<file path="src/include/gtc_pkg.sv">
// Package: register map, fields and types of the gated 16-bit timer
// Operation
// - Count byte reads stay valid and stable even with an asynchronous count clock.
// - Gate source selects between gate pin (or alternate) and comparator output.
// - Timer off ignores gate enable; on with gate enable counts only when gated.
// - Gate polarity applies to both sources; set means active high.
// - Counter wraps from all ones to zero and sets the overflow flag.
// - Interrupt needs flag, own enable, peripheral and global enables; write zero clears.
// - Sleep counting only in async external mode; overflow wakes; vector needs global.
// - Capture event copies the full 16-bit count into the capture pair.
// - Compare event fires when the compare pair equals the count.
// - Special event trigger clears the count without setting the overflow flag.
// - A count byte write in the same cycle as a trigger clear wins.
// - Comparator output may be synchronized to the counter increment clock.
// - External mode needs a falling edge before the first counted rising edge.
// - Prescale field divides by one, two, four or eight.
// - Low-power oscillator enable acts only in internal-oscillator-no-output mode.
// - Sync disable bypasses external clock synchronisation; ignored for internal source.
// - Source bit set counts external pin rising edges, else internal clock.
// - Timer-on enables counting; clearing it stops and keeps the value.
// - Count byte write loads that byte and clears the prescale counter.
// - Alternate clock select picks system clock over instruction clock, internal only.
package gtc_pkg;
  localparam logic [11:0] OFS_COUNT_LOW = 12'h000;
  localparam logic [11:0] OFS_COUNT_HIGH = 12'h004;
  localparam logic [11:0] OFS_CONTROL = 12'h008;
  localparam logic [11:0] OFS_AUX_CONTROL = 12'h00c;
  localparam logic [11:0] OFS_IRQ = 12'h010;
  localparam logic [11:0] OFS_CAPCMP = 12'h014;
  localparam logic [11:0] OFS_CAPCMP_CTRL = 12'h018;
  localparam logic [7:0] CONTROL_RESET = 8'h00;
  localparam logic [7:0] AUX_RESET = 8'h00;
  localparam logic [15:0] CAPCMP_RESET = 16'h0000;
  localparam logic [1:0] CCMODE_RESET = 2'h0;
  localparam int BIT_TIMER_ON = 0;
  localparam int BIT_CLK_SRC = 1;
  localparam int BIT_SYNC_DIS = 2;
  localparam int BIT_LPOSC_EN = 3;
  localparam int BIT_PRESCALE_LO = 4;
  localparam int BIT_GATE_EN = 6;
  localparam int BIT_GATE_POL = 7;
  localparam int BIT_GATE_SRC = 0;
  localparam int BIT_ALT_CLK = 1;
  localparam int BIT_CMP_SYNC = 2;
  localparam int BIT_GATE_ALT = 3;
  localparam int BIT_INTERNAL_OSCILLATOR_MODE = 4;
  localparam int BIT_SLEEP = 5;
  localparam int BIT_OVF_FLAG = 0;
  localparam int BIT_OVF_IE = 1;
  localparam int BIT_PERIPH_IE = 2;
  localparam int BIT_GLOBAL_IE = 3;
  localparam logic [1:0] INSTR_DIV_LAST = 2'h3;
  localparam logic [15:0] COUNT_MAX = 16'hffff;

  typedef enum logic [1:0] {CC_OFF, CC_CAPTURE, CC_COMPARE, CC_SPECIAL}
    gtc_ccmode_e;

  typedef struct packed {
    logic gate_polarity;
    logic gate_enable;
    logic [1:0] prescale_select;
    logic lowpower_osc_enable;
    logic sync_disable;
    logic clock_source_select;
    logic timer_on;
  } gtc_control_s;

  typedef struct packed {
    logic gate_pin;
    logic gate_pin_alt;
    logic comparator_output;
    logic count_input_pin;
    logic capture_event;
  } gtc_inputs_s;

  typedef struct packed {
    logic irq;
    logic wake;
    logic lowpower_osc_on;
    logic compare_event;
  } gtc_events_s;
endpackage

</file>
<file path="src/rtl/gtc_timer.sv">
// Gated 16-bit timer/counter with APB registers and capture/compare base
`timescale 1ns/1ps
module gtc_timer (
  // Clock and reset
  input wire logic pclk,
  input wire logic presetn,
  input wire logic clk_en,
  // APB slave
  input wire logic psel,
  input wire logic penable,
  input wire logic pwrite,
  input wire logic [11:0] paddr,
  input wire logic [31:0] pwdata,
  output logic [31:0] prdata,
  output logic pready,
  output logic pslverr,
  // Pins and partner signals
  input wire gtc_pkg::gtc_inputs_s pins,
  output gtc_pkg::gtc_events_s events
);
  import gtc_pkg::*;

  gtc_control_s ctl_r;
  logic [7:0] aux_r;
  logic [3:0] irq_r;
  logic [15:0] count_r;
  logic [15:0] capcmp_r;
  logic [1:0] ccmode_r;
  logic [2:0] pre_r;
  logic [1:0] instr_div_r;
  logic [2:0] sync_cki_r;
  logic [2:0] sync_gp_r;
  logic [2:0] sync_ga_r;
  logic [2:0] sync_cmp_r;
  logic [2:0] sync_cap_r;
  logic cki_lvl_r;
  logic gp_lvl_r;
  logic ga_lvl_r;
  logic cmp_lvl_r;
  logic cap_lvl_r;
  logic cmp_held_r;
  logic armed_r;
  logic cmp_evt_r;
  logic special_clr_r;

  // Three-stage filter: level moves once stages two and three agree
  function automatic logic filt(input logic [2:0] s, input logic cur);
    filt = (s[1] == s[2]) ? s[2] : cur;
  endfunction

  function automatic logic [2:0] pre_mask(input logic [1:0] sel);
    pre_mask = 3'((4'h1 << sel) - 4'h1);
  endfunction

  // One register's write strobe
  function automatic logic wr_hit(input logic w, input logic [11:0] a,
    input logic [11:0] ofs);
    wr_hit = w & (a == ofs);
  endfunction

  logic wr;
  logic rd;
  logic wr_low;
  logic wr_high;
  logic cki_n;
  logic cki_rise;
  logic cki_fall;
  logic cki_raw_rise;
  logic tick_src;
  logic gate_raw;
  logic gate_ok;
  logic count_en;
  logic tick;
  logic inc;
  logic [15:0] count_nxt;
  logic wr_ctl;
  logic wr_aux;
  logic wr_mode;
  logic wr_capcmp;
  logic wr_irq;
  logic count_wr;
  logic cap_rise;
  logic ovf_wrap;
  logic ovf_armed;

  assign wr = psel & penable & pwrite & clk_en;
  assign rd = psel & ~pwrite;
  assign wr_low = wr_hit(wr, paddr, OFS_COUNT_LOW);
  assign wr_high = wr_hit(wr, paddr, OFS_COUNT_HIGH);
  assign wr_ctl = wr_hit(wr, paddr, OFS_CONTROL);
  assign wr_aux = wr_hit(wr, paddr, OFS_AUX_CONTROL);
  assign wr_mode = wr_hit(wr, paddr, OFS_CAPCMP_CTRL);
  assign wr_capcmp = wr_hit(wr, paddr, OFS_CAPCMP);
  assign wr_irq = wr_hit(wr, paddr, OFS_IRQ);
  assign count_wr = wr_low | wr_high;
  assign pready = 1'b1;
  assign pslverr = 1'b0;

  // Input synchronisers; every count byte read sees a pclk-domain value
  always_ff @(posedge pclk or negedge presetn) begin
    if (!presetn) begin
      sync_cki_r <= 3'h0;
      sync_gp_r <= 3'h0;
      sync_ga_r <= 3'h0;
      sync_cmp_r <= 3'h0;
      sync_cap_r <= 3'h0;
    end else if (clk_en) begin
      sync_cki_r <= {sync_cki_r[1:0], pins.count_input_pin};
      sync_gp_r <= {sync_gp_r[1:0], pins.gate_pin};
      sync_ga_r <= {sync_ga_r[1:0], pins.gate_pin_alt};
      sync_cmp_r <= {sync_cmp_r[1:0], pins.comparator_output};
      sync_cap_r <= {sync_cap_r[1:0], pins.capture_event};
    end
  end

  always_ff @(posedge pclk or negedge presetn) begin
    if (!presetn) begin
      cki_lvl_r <= 1'b0;
      gp_lvl_r <= 1'b0;
      ga_lvl_r <= 1'b0;
      cmp_lvl_r <= 1'b0;
      cap_lvl_r <= 1'b0;
    end else if (clk_en) begin
      cki_lvl_r <= filt(sync_cki_r, cki_lvl_r);
      gp_lvl_r <= filt(sync_gp_r, gp_lvl_r);
      ga_lvl_r <= filt(sync_ga_r, ga_lvl_r);
      cmp_lvl_r <= filt(sync_cmp_r, cmp_lvl_r);
      cap_lvl_r <= filt(sync_cap_r, cap_lvl_r);
    end
  end

  assign cki_n = filt(sync_cki_r, cki_lvl_r);
  assign cki_rise = cki_n & ~cki_lvl_r;
  assign cki_fall = ~cki_n & cki_lvl_r;
  // Unsynchronised path: agreement of stages two and three only
  assign cki_raw_rise = sync_cki_r[1] & sync_cki_r[2] & ~cki_lvl_r;
  assign cap_rise = filt(sync_cap_r, cap_lvl_r) & ~cap_lvl_r;

  // Instruction clock: one in four system clocks
  always_ff @(posedge pclk or negedge presetn) begin
    if (!presetn) begin
      instr_div_r <= 2'h0;
    end else if (clk_en) begin
      instr_div_r <= instr_div_r + 2'h1;
    end
  end

  // Arming for the first counted rising edge
  always_ff @(posedge pclk or negedge presetn) begin
    if (!presetn) begin
      armed_r <= 1'b0;
    end else if (clk_en) begin
      if (wr_low || wr_high || !ctl_r.timer_on) begin
        armed_r <= armed_r & ~(wr_low | wr_high) & ~cki_lvl_r;
      end else if (cki_fall) begin
        armed_r <= 1'b1;
      end
    end
  end

  always_comb begin
    if (ctl_r.clock_source_select) begin
      if (ctl_r.sync_disable) begin
        tick_src = cki_raw_rise & armed_r;
      end else begin
        tick_src = cki_rise & armed_r;
      end
    end else if (aux_r[BIT_ALT_CLK]) begin
      tick_src = 1'b1;
    end else begin
      tick_src = (instr_div_r == INSTR_DIV_LAST);
    end
  end

  // Comparator held on the increment clock when sync is on
  always_ff @(posedge pclk or negedge presetn) begin
    if (!presetn) begin
      cmp_held_r <= 1'b0;
    end else if (clk_en && (tick_src || !aux_r[BIT_CMP_SYNC])) begin
      cmp_held_r <= cmp_lvl_r;
    end
  end

  always_comb begin
    if (aux_r[BIT_GATE_SRC]) begin
      gate_raw = cmp_held_r;
    end else begin
      gate_raw = aux_r[BIT_GATE_ALT] ? ga_lvl_r : gp_lvl_r;
    end
  end

  assign gate_ok = ctl_r.gate_polarity ? gate_raw : ~gate_raw;
  assign count_en = ctl_r.timer_on &
    (~ctl_r.gate_enable | gate_ok);
  assign tick = count_en & tick_src &
    (~aux_r[BIT_SLEEP] | (ctl_r.clock_source_select &
    ctl_r.sync_disable));
  assign inc = tick & ((pre_r & pre_mask(ctl_r.prescale_select)) ==
    pre_mask(ctl_r.prescale_select));
  // Wrap that sets the flag; a special clear never does
  assign ovf_wrap = inc & (count_r == COUNT_MAX) & ~special_clr_r;
  assign ovf_armed = irq_r[BIT_OVF_FLAG] & irq_r[BIT_OVF_IE] &
    irq_r[BIT_PERIPH_IE];

  always_ff @(posedge pclk or negedge presetn) begin
    if (!presetn) begin
      pre_r <= 3'h0;
    end else if (clk_en) begin
      if (wr_low || wr_high) begin
        pre_r <= 3'h0;
      end else if (inc) begin
        pre_r <= 3'h0;
      end else if (tick) begin
        pre_r <= pre_r + 3'h1;
      end
    end
  end

  always_comb begin
    count_nxt = count_r;
    if (special_clr_r && !count_wr) begin
      count_nxt = 16'h0000;
    end else if (inc) begin
      count_nxt = count_r + 16'h0001;
    end
    if (wr_low) begin
      count_nxt[7:0] = pwdata[7:0];
    end
    if (wr_high) begin
      count_nxt[15:8] = pwdata[7:0];
    end
  end

  always_ff @(posedge pclk or negedge presetn) begin
    if (!presetn) begin
      count_r <= 16'h0000;
    end else if (clk_en) begin
      count_r <= count_nxt;
    end
  end

  // Compare match as one pulse
  always_ff @(posedge pclk or negedge presetn) begin
    if (!presetn) begin
      cmp_evt_r <= 1'b0;
    end else if (clk_en) begin
      cmp_evt_r <= (ccmode_r[1]) && (capcmp_r == count_r) &&
        (count_nxt != count_r);
    end
  end

  // Special mode clears the count on the cycle after the match
  always_ff @(posedge pclk or negedge presetn) begin
    if (!presetn) begin
      special_clr_r <= 1'b0;
    end else if (clk_en) begin
      special_clr_r <= (ccmode_r == CC_SPECIAL) &&
        (capcmp_r == count_nxt) && (count_nxt != count_r);
    end
  end

  always_ff @(posedge pclk or negedge presetn) begin
    if (!presetn) begin
      ctl_r <= CONTROL_RESET;
    end else if (wr_ctl) begin
      ctl_r <= pwdata[7:0];
    end
  end

  always_ff @(posedge pclk or negedge presetn) begin
    if (!presetn) begin
      aux_r <= AUX_RESET;
    end else if (wr_aux) begin
      aux_r <= {2'h0, pwdata[5:0]};
    end
  end

  always_ff @(posedge pclk or negedge presetn) begin
    if (!presetn) begin
      ccmode_r <= CCMODE_RESET;
    end else if (wr_mode) begin
      ccmode_r <= pwdata[1:0];
    end
  end

  always_ff @(posedge pclk or negedge presetn) begin
    if (!presetn) begin
      capcmp_r <= CAPCMP_RESET;
    end else if (clk_en) begin
      if (wr_capcmp) begin
        capcmp_r <= pwdata[15:0];
      end else if (ccmode_r == CC_CAPTURE && cap_rise) begin
        capcmp_r <= count_r;
      end
    end
  end

  // Overflow flag: hardware set wins over software clear
  always_ff @(posedge pclk or negedge presetn) begin
    if (!presetn) begin
      irq_r <= 4'h0;
    end else if (clk_en) begin
      if (wr_irq) begin
        irq_r[3:1] <= pwdata[3:1];
      end
      if (ovf_wrap) begin
        irq_r[BIT_OVF_FLAG] <= 1'b1;
      end else if (wr_irq && !pwdata[BIT_OVF_FLAG]) begin
        irq_r[BIT_OVF_FLAG] <= 1'b0;
      end
    end
  end

  always_ff @(posedge pclk or negedge presetn) begin
    if (!presetn) begin
      prdata <= 32'h0000_0000;
    end else if (clk_en && rd && !penable) begin
      unique case (paddr)
        OFS_COUNT_LOW: prdata <= {24'h0, count_r[7:0]};
        OFS_COUNT_HIGH: prdata <= {24'h0, count_r[15:8]};
        OFS_CONTROL: prdata <= {24'h0, ctl_r};
        OFS_AUX_CONTROL: prdata <= {24'h0, aux_r};
        OFS_IRQ: prdata <= {28'h0, irq_r};
        OFS_CAPCMP: prdata <= {16'h0, capcmp_r};
        OFS_CAPCMP_CTRL: prdata <= {30'h0, ccmode_r};
        default: prdata <= 32'h0000_0000;
      endcase
    end
  end

  always_ff @(posedge pclk or negedge presetn) begin
    if (!presetn) begin
      events <= '0;
    end else if (clk_en) begin
      events.irq <= ovf_armed & irq_r[BIT_GLOBAL_IE];
      events.wake <= ovf_armed & ctl_r.timer_on;
      events.lowpower_osc_on <= ctl_r.lowpower_osc_enable &
        aux_r[BIT_INTERNAL_OSCILLATOR_MODE];
      events.compare_event <= cmp_evt_r;
    end
  end
endmodule

</file>
<file path="config.mk">
export PLATFORM = sky130hd
export DESIGN_NAME = gtc_timer
export DESIGN_NICKNAME = d
export VERILOG_FILES = /design/src/include/gtc_pkg.sv /design/src/rtl/gtc_timer.sv
export SDC_FILE = /design/constraint.sdc
export NUM_CORES = 1
export LEC_CHECK = 0
export BUFFER_PORTS_ARGS = -buffer_cell sky130_fd_sc_hd__buf_2
export CAP_MARGIN = 10
export CORE_ASPECT_RATIO = 0.8
export CORE_MARGIN = 2
export CORE_UTILIZATION = 59
export DETAILED_ROUTE_END_ITERATION = 8
export PLACE_DENSITY = 0.93
export SLEW_MARGIN = 0
export SYNTH_ARGS = -nofsm -noshare
export SYNTH_HDL_FRONTEND = slang
export SYNTH_SLANG_ARGS = --single-unit
export TNS_END_PERCENT = 5
</file>
<file path="constraint.sdc">
create_clock -name pclk -period 5.3 [get_ports pclk]
set_clock_uncertainty 0.2 [all_clocks]
set_input_delay 0.795 -clock pclk [delete_from_list [all_inputs] [get_ports pclk]]
set_output_delay 0.795 -clock pclk [all_outputs]
set_load 0.01 [all_outputs]
</file>
Word-level counts from Yosys, hierarchy flattened. Index checks and enable logic that the tools add are counted.

Register bits: 117. Input port bits: 55. Output and inout port bits: 38. Logic and storage cells: 156.

$add $sub $neg: 4. Equal/unequal tests: 19. Shift-type cells: 1. Mux-type cells: 22. Bitwise logic cells: 45. Reductions and logical operators: 31.

Operator list (number): 16-bit one-hot mux with 7 select lines (1); 16-bit 2-to-1 mux (4); 12-bit by 5-bit == test with 1-bit output, second input constant (3); 1-bit AND (32); 16-bit == test (2); 12-bit by 4-bit == test with 1-bit output, second input constant (2); 16-bit by 1-bit adder with 16-bit output, second input constant (1); 16-bit == test, second input constant (1); 8-bit 2-to-1 mux (2); 16-bit inequality test (1); 2-bit AND reduction (8); 12-bit by 3-bit == test with 1-bit output, second input constant (1); 12-bit logical NOT (1); 1-bit 2-to-1 mux (12); 1-bit logical AND (10); 3-bit 2-to-1 mux (3); 1-bit inverter (9); 2-bit nonzero test (3); 1-bit == test (5); 1-bit logical NOT (5); 2-bit == test, second input constant (2); 3-bit by 1-bit adder with 3-bit output, second input constant (1); 3-bit AND (1); 3-bit == test (1); 7 further kinds (11).

Longest topological paths before layout.
Depth in word-level cells: 15. Mapped depth: 11.

Worst setup path before layout. No wires, ideal clock.

Path kind: flip-flop to flip-flop. Start: register sync_cki_r[2]. End: register special_clr_r. Data arrival time: 3.390 ns. Required time: 4.999 ns. Slack: 1.609 ns. Cell stages (with the launch flop): 11. Path buffers: 0. Period minus slack after synthesis: 3.691 ns. Cell sequence: dfrtp_1 > ha_1 > or3b_1 > a211oi_2 > o221ai_1 > nor3_1 > mux2_2 > a32o_1 > or3_1 > or3_1 > o32ai_1.

Cells in the longest elaborated chain, start to end: 15. Elaborated cells between the ends (all ways): 20. Classes of those cells: eq/ne: 3; mux: 7; bitwise: 8; reduce/logical: 2.

RTL lines: from (decl) (line gtc_timer.sv:31) `logic [2:0] sync_cki_r;`; from (signal assigned) (line gtc_timer.sv:108) `sync_cki_r <= {sync_cki_r[1:0], pins.count_input_pin};`; 1-bit == test (line gtc_timer.sv:48) `filt = (s[1] == s[2]) ? s[2] : cur;`; 1-bit 2-to-1 mux (line gtc_timer.sv:48); 1-bit AND (line gtc_timer.sv:133) `assign cki_rise = cki_n & ~cki_lvl_r;`; 1-bit AND (line gtc_timer.sv:166) `tick_src = cki_rise & armed_r;`; 1-bit 2-to-1 mux (*) (line gtc_timer.sv:163) `if (ctl_r.sync_disable) begin`; 1-bit 2-to-1 mux (*) (line gtc_timer.sv:162) `if (ctl_r.clock_source_select) begin`; 1-bit AND (*) (2 in series) (line gtc_timer.sv:195) `assign tick = count_en & tick_src &`; 1-bit AND (*) (line gtc_timer.sv:198) `assign inc = tick & ((pre_r & pre_mask(ctl_r.prescale_select)) ==`; 16-bit 2-to-1 mux (*) (line gtc_timer.sv:223) `end else if (inc) begin`; 16-bit 2-to-1 mux (*) (line gtc_timer.sv:221) `if (special_clr_r && !count_wr) begin`; 8-bit 2-to-1 mux (on tied branches) (line gtc_timer.sv:226, gtc_timer.sv:229); 16-bit == test (line gtc_timer.sv:258) `(capcmp_r == count_nxt) && (count_nxt != count_r);`; 1-bit logical AND (line gtc_timer.sv:257) `special_clr_r <= (ccmode_r == CC_SPECIAL) &&`; 1-bit logical AND (*) (line gtc_timer.sv:258); to (signal assigned) (line gtc_timer.sv:257); to (decl) (line gtc_timer.sv:44) `logic special_clr_r;`.

Mark *: on every way between the ends. The rest lies on a longest branch, timed or not. A chain may end at the register's enable or synchronous reset.

Worst setup path in the final report.
Start: input port paddr[4]. End: register special_clr_r.

Cells in the longest elaborated chain, start to end: 10. Elaborated cells between the ends (all ways): 14. Classes of those cells: eq/ne: 3; mux: 3; bitwise: 3; reduce/logical: 5.

RTL lines: from (decl) (line gtc_timer.sv:12) `input wire logic [11:0] paddr,`; 12-bit by 3-bit == test with 1-bit output or 12-bit logical NOT (tied branches) (line gtc_timer.sv:58) `wr_hit = w & (a == ofs);`; 1-bit AND (line gtc_timer.sv:58); 1-bit OR (line gtc_timer.sv:95) `assign count_wr = wr_low | wr_high;`; 1-bit logical NOT (line gtc_timer.sv:221); 1-bit logical AND (line gtc_timer.sv:221); 16-bit 2-to-1 mux (line gtc_timer.sv:221); 8-bit 2-to-1 mux (on tied branches) (line gtc_timer.sv:226, gtc_timer.sv:229); 16-bit == test (line gtc_timer.sv:258); 1-bit logical AND (line gtc_timer.sv:257); 1-bit logical AND (*) (line gtc_timer.sv:258).

Marked as above.

==> out/qor.txt <==
Post-place setup slack -> 0.700 ns
CP Data Required Time -> 5.34 ns
# setup viols final -> 0
Root Buffer -> clkbuf_16
RSZ-0062 raised after global routing -> false
Worst Tran Pin Value -> 1.05 ns
Wirelength per Cell -> 22.4 um
Grt met2 use -> 0.515
Share of post-route cells with drive strength above 1 -> 0.167
Final instance area -> 0.00748 mm2
Slowest stage cell, crit path -> nand4_1
IO Count -> 93
Overflow after GRT -> 0
Residual DRC -> 0
Reg2Reg Depth -> 10
Final Core Density -> 0.652
Crit-path cells -> buf_2, nor4_2, nand4_1, o31ai_1, o32ai_1, nor3_1, nand4_1, or4_1, or3_1, o32ai_1
CP max FO -> 23
Clock Sinks -> 101
Mux cell area share after synthesis -> 0.105
Post-CTS setup buffer count -> 0
R2r endpoint -> special_clr_r
Asr flop ratio synth -> 1.00
Post-DP Area -> 0.00718 mm2
Clock transition at the registers of the reported paths -> 0.07 ns
Post-route insts no fill -> 982
Die Footprint -> 0.0126 mm2
P_leak -> 3.14 nW
Global-route usage over all layers -> 0.345
Reg2Reg Setup Slack -> 1.16 ns
Final min period -> 4.46 ns
PortBufs -> 58
Launching point of the worst reg2reg path -> sync_cki_r[1]
Cell count after synthesis -> 809
Clk Latency, worst-skew pair -> 0.35 ns
Post-CTS sizing -> 0
Combinational family with the most area after synthesis -> compound AO/OA/AOI/OAI gates
Met3 GRT Util -> 0.107
Vias/cell -> 6.99
Seq/Total Area, Yosys -> 0.365
Die Y -> 101 um
Die Wd -> 125 um
Post-synth EDFFs -> 0
Adder-cell area share of the yosys netlist -> 0.00722
CTS max path bufs -> 2
Antenna violations before repair -> 0
Gp weighted congestion -> 1.04
Total iterations of the first detailed-routing run -> 8
Simple-gate share of the synthesized area -> 0.200
Routed Antenna Nets -> 0
GR Util met1 -> 0.463
Number of global-route vias before repair -> 6262
CTS tree -> built
Ys Warns -> 0
Pwr Density -> 279 mW/mm2
Max-Cap Viols -> 0
Post-synthesis register bit count -> 101
GR peak layer -> met2
Row cnt -> 35
Slew Limit Headroom -> 0.300
Avg Synthesized Cell Area -> 8.57 um2
Largest net degree at the start of global routing -> 76
Tcrit/Tclk final -> 0.841
Synthesis-to-finish area growth -> 7.96%
Crit path buffers/inverters -> 1
Critical path arrival -> 4.50 ns
Worst setup path category -> input pin to register
Total number of vias -> 6866
Initial drt markers -> 1233
Max incr delay on CP -> 0.69 ns
First-pass GRT wire length -> 34.2 mm
Worst setup EP type -> register
Total negative slack -> 0 ns
Cell count after placement -> 966
Final Hold Fails -> 0
Detailed Place HPWL -> 15.1 mm
Top Family by Delay on Critical Path -> simple AND/OR/NAND/NOR gates
CTS hold repair buffers -> 0
Synth Area in Compound Gates -> 0.206
Worst Hold End -> prdata[11]
Synthesized area -> 0.00693 mm2
Detailed Route WL -> 22.0 mm
CTS Buf Count -> 9
Htree depth -> 3
Nets -> 888
Hold path cells -> 2
VDD IR max -> 0.244 mV
# fillers -> 896
Hold crit path type -> register to register
Xor/xnor share of the synthesized area -> 0.0441
Post-synth top flop -> dfrtp_1
Status -> complete, no violations
Min-delay src -> prdata[11]
Fin. max-slew vios -> 0
Achievable Freq -> 0.224 GHz
CORE AREA -> 0.0115 mm2
Final worst slack -> 0.843 ns
Post-synthesis cell type count -> 69
Crit path launch type -> input pin
Initial Utilization -> 0.604
## layer usage
| layer | vias up | share of wire |
|---|---|---|
| li1 | 2954 | - |
| met1 | 3165 | 0.38 |
| met2 | 597 | 0.42 |
| met3 | 150 | 0.14 |
| met4 | 0 | 0.056 |
| met5 | - | 0 |
## flip-flops by register name (all words and copies together) (netlist names), 2 cells and up
name and flops:
aux_r 6, capcmp_r 16, ccmode_r 2, count_r 16
ctl_r 8, events 4, instr_div_r 2, irq_r 4
prdata 16, pre_r 3, sync_cap_r 3, sync_cki_r 3
sync_cmp_r 3, sync_ga_r 3, sync_gp_r 3
## layout by cell type (no fill, tap or decap), types with 4 or more instances in the layout
cell / instances
o221ai_1: 5
o22ai_1: 14
nor2_1: 50
xor2_1: 8
and2_1: 4
o211ai_1: 6
nor3_1: 23
nand4_1: 20
nor4_1: 8
nand2_1: 96
o31ai_1: 17
inv_1: 26
ha_1: 4
a311oi_1: 4
nand3_1: 24
a22o_1: 17
buf_4: 14
nand2b_1: 10
or3_1: 5
a31oi_1: 5
o21ai_0: 71
a21oi_1: 37
nor3b_1: 4
buf_2: 57
clkbuf_16: 9
xnor2_1: 25
o32ai_1: 4
mux2_2: 36
dfrtp_1: 101
and3_1: 5
conb_1: 18
nor2b_1: 9
mux2i_1: 28
a221oi_1: 10
and4_1: 4
a21boi_0: 5
## cell type report
class	count	area, um2	area share
Multi-Input combinational cell	619	3980	0.531
Sequential cell	101	2530	0.338
Timing Repair Buffer	71	390	0.0522
Clock buffer	10	239	0.0319
Tap cell	148	185	0.0247
Inverter	27	101	0.0135
Clock inverter	5	61.3	0.00819
Antenna cell	1	2.50	0.000334
## how the worst max path moves through the flow
stage                     slack, ns  cells after the start     startpoint             to
after floorplan                1.61                     10  sync_cki_r[2]  special_clr_r
after global placement         0.76                     10       paddr[4]  special_clr_r
after detailed placement       0.70                     10       paddr[4]  special_clr_r
after CTS                      1.05                     10       paddr[4]  special_clr_r
after global routing           0.77                     10       paddr[4]  special_clr_r
final                          0.84                     10       paddr[4]  special_clr_r
## cells by family after synthesis
family          after synthesis
xor+xnor                     34
mux                          66
simple gates                278
other cells                   2
fa+ha+maj                     4
compound gates              219
flops                       101
buf+inv                     105
## worst reg2reg max path: stages (launching register included)
cell and delay [ns]:
dfrtp_1 0.41, ha_1 0.31, or3b_1 0.37, a211oi_2 0.33
o221a_2 0.46, nand4_1 0.46, xnor2_1 0.29, o211ai_1 0.09
or4_1 0.43, or3_1 0.37, o32ai_1 0.30
## metrics by stage
stage | power, mW | hold WS (ns)
2_1_floorplan | 1.27 | 0.245
3_3_place_gp | 1.38 | 0.257
3_5_place_dp | 1.39 | 0.265
4_1_cts | 2.06 | 0.280
5_1_grt | 2.16 | 0.297
6_report | 2.09 | 0.275
## report_power, final
group	leakage, nW	switching (mW)	total (mW)	internal [mW]
clock	0.148	0.297	0.675	0.378
combinational	1.65	0.306	0.500	0.194
sequential	1.34	0.0811	0.910	0.829
## synthesized netlist by cell type (all sizes together) (20+ instances only)
cell type,instances,area share
nor3,23,0.017
a21oi,37,0.027
dfrtp,101,0.36
mux2,36,0.058
xnor2,25,0.032
nand4,20,0.018
clkbuf,40,0.022
nand3,24,0.017
buf,38,0.035
mux2i,28,0.040
o21ai,73,0.053
nand2,96,0.052
inv,27,0.015
nor2,52,0.031
No activity file was read; power rests on OpenSTA's default activity.
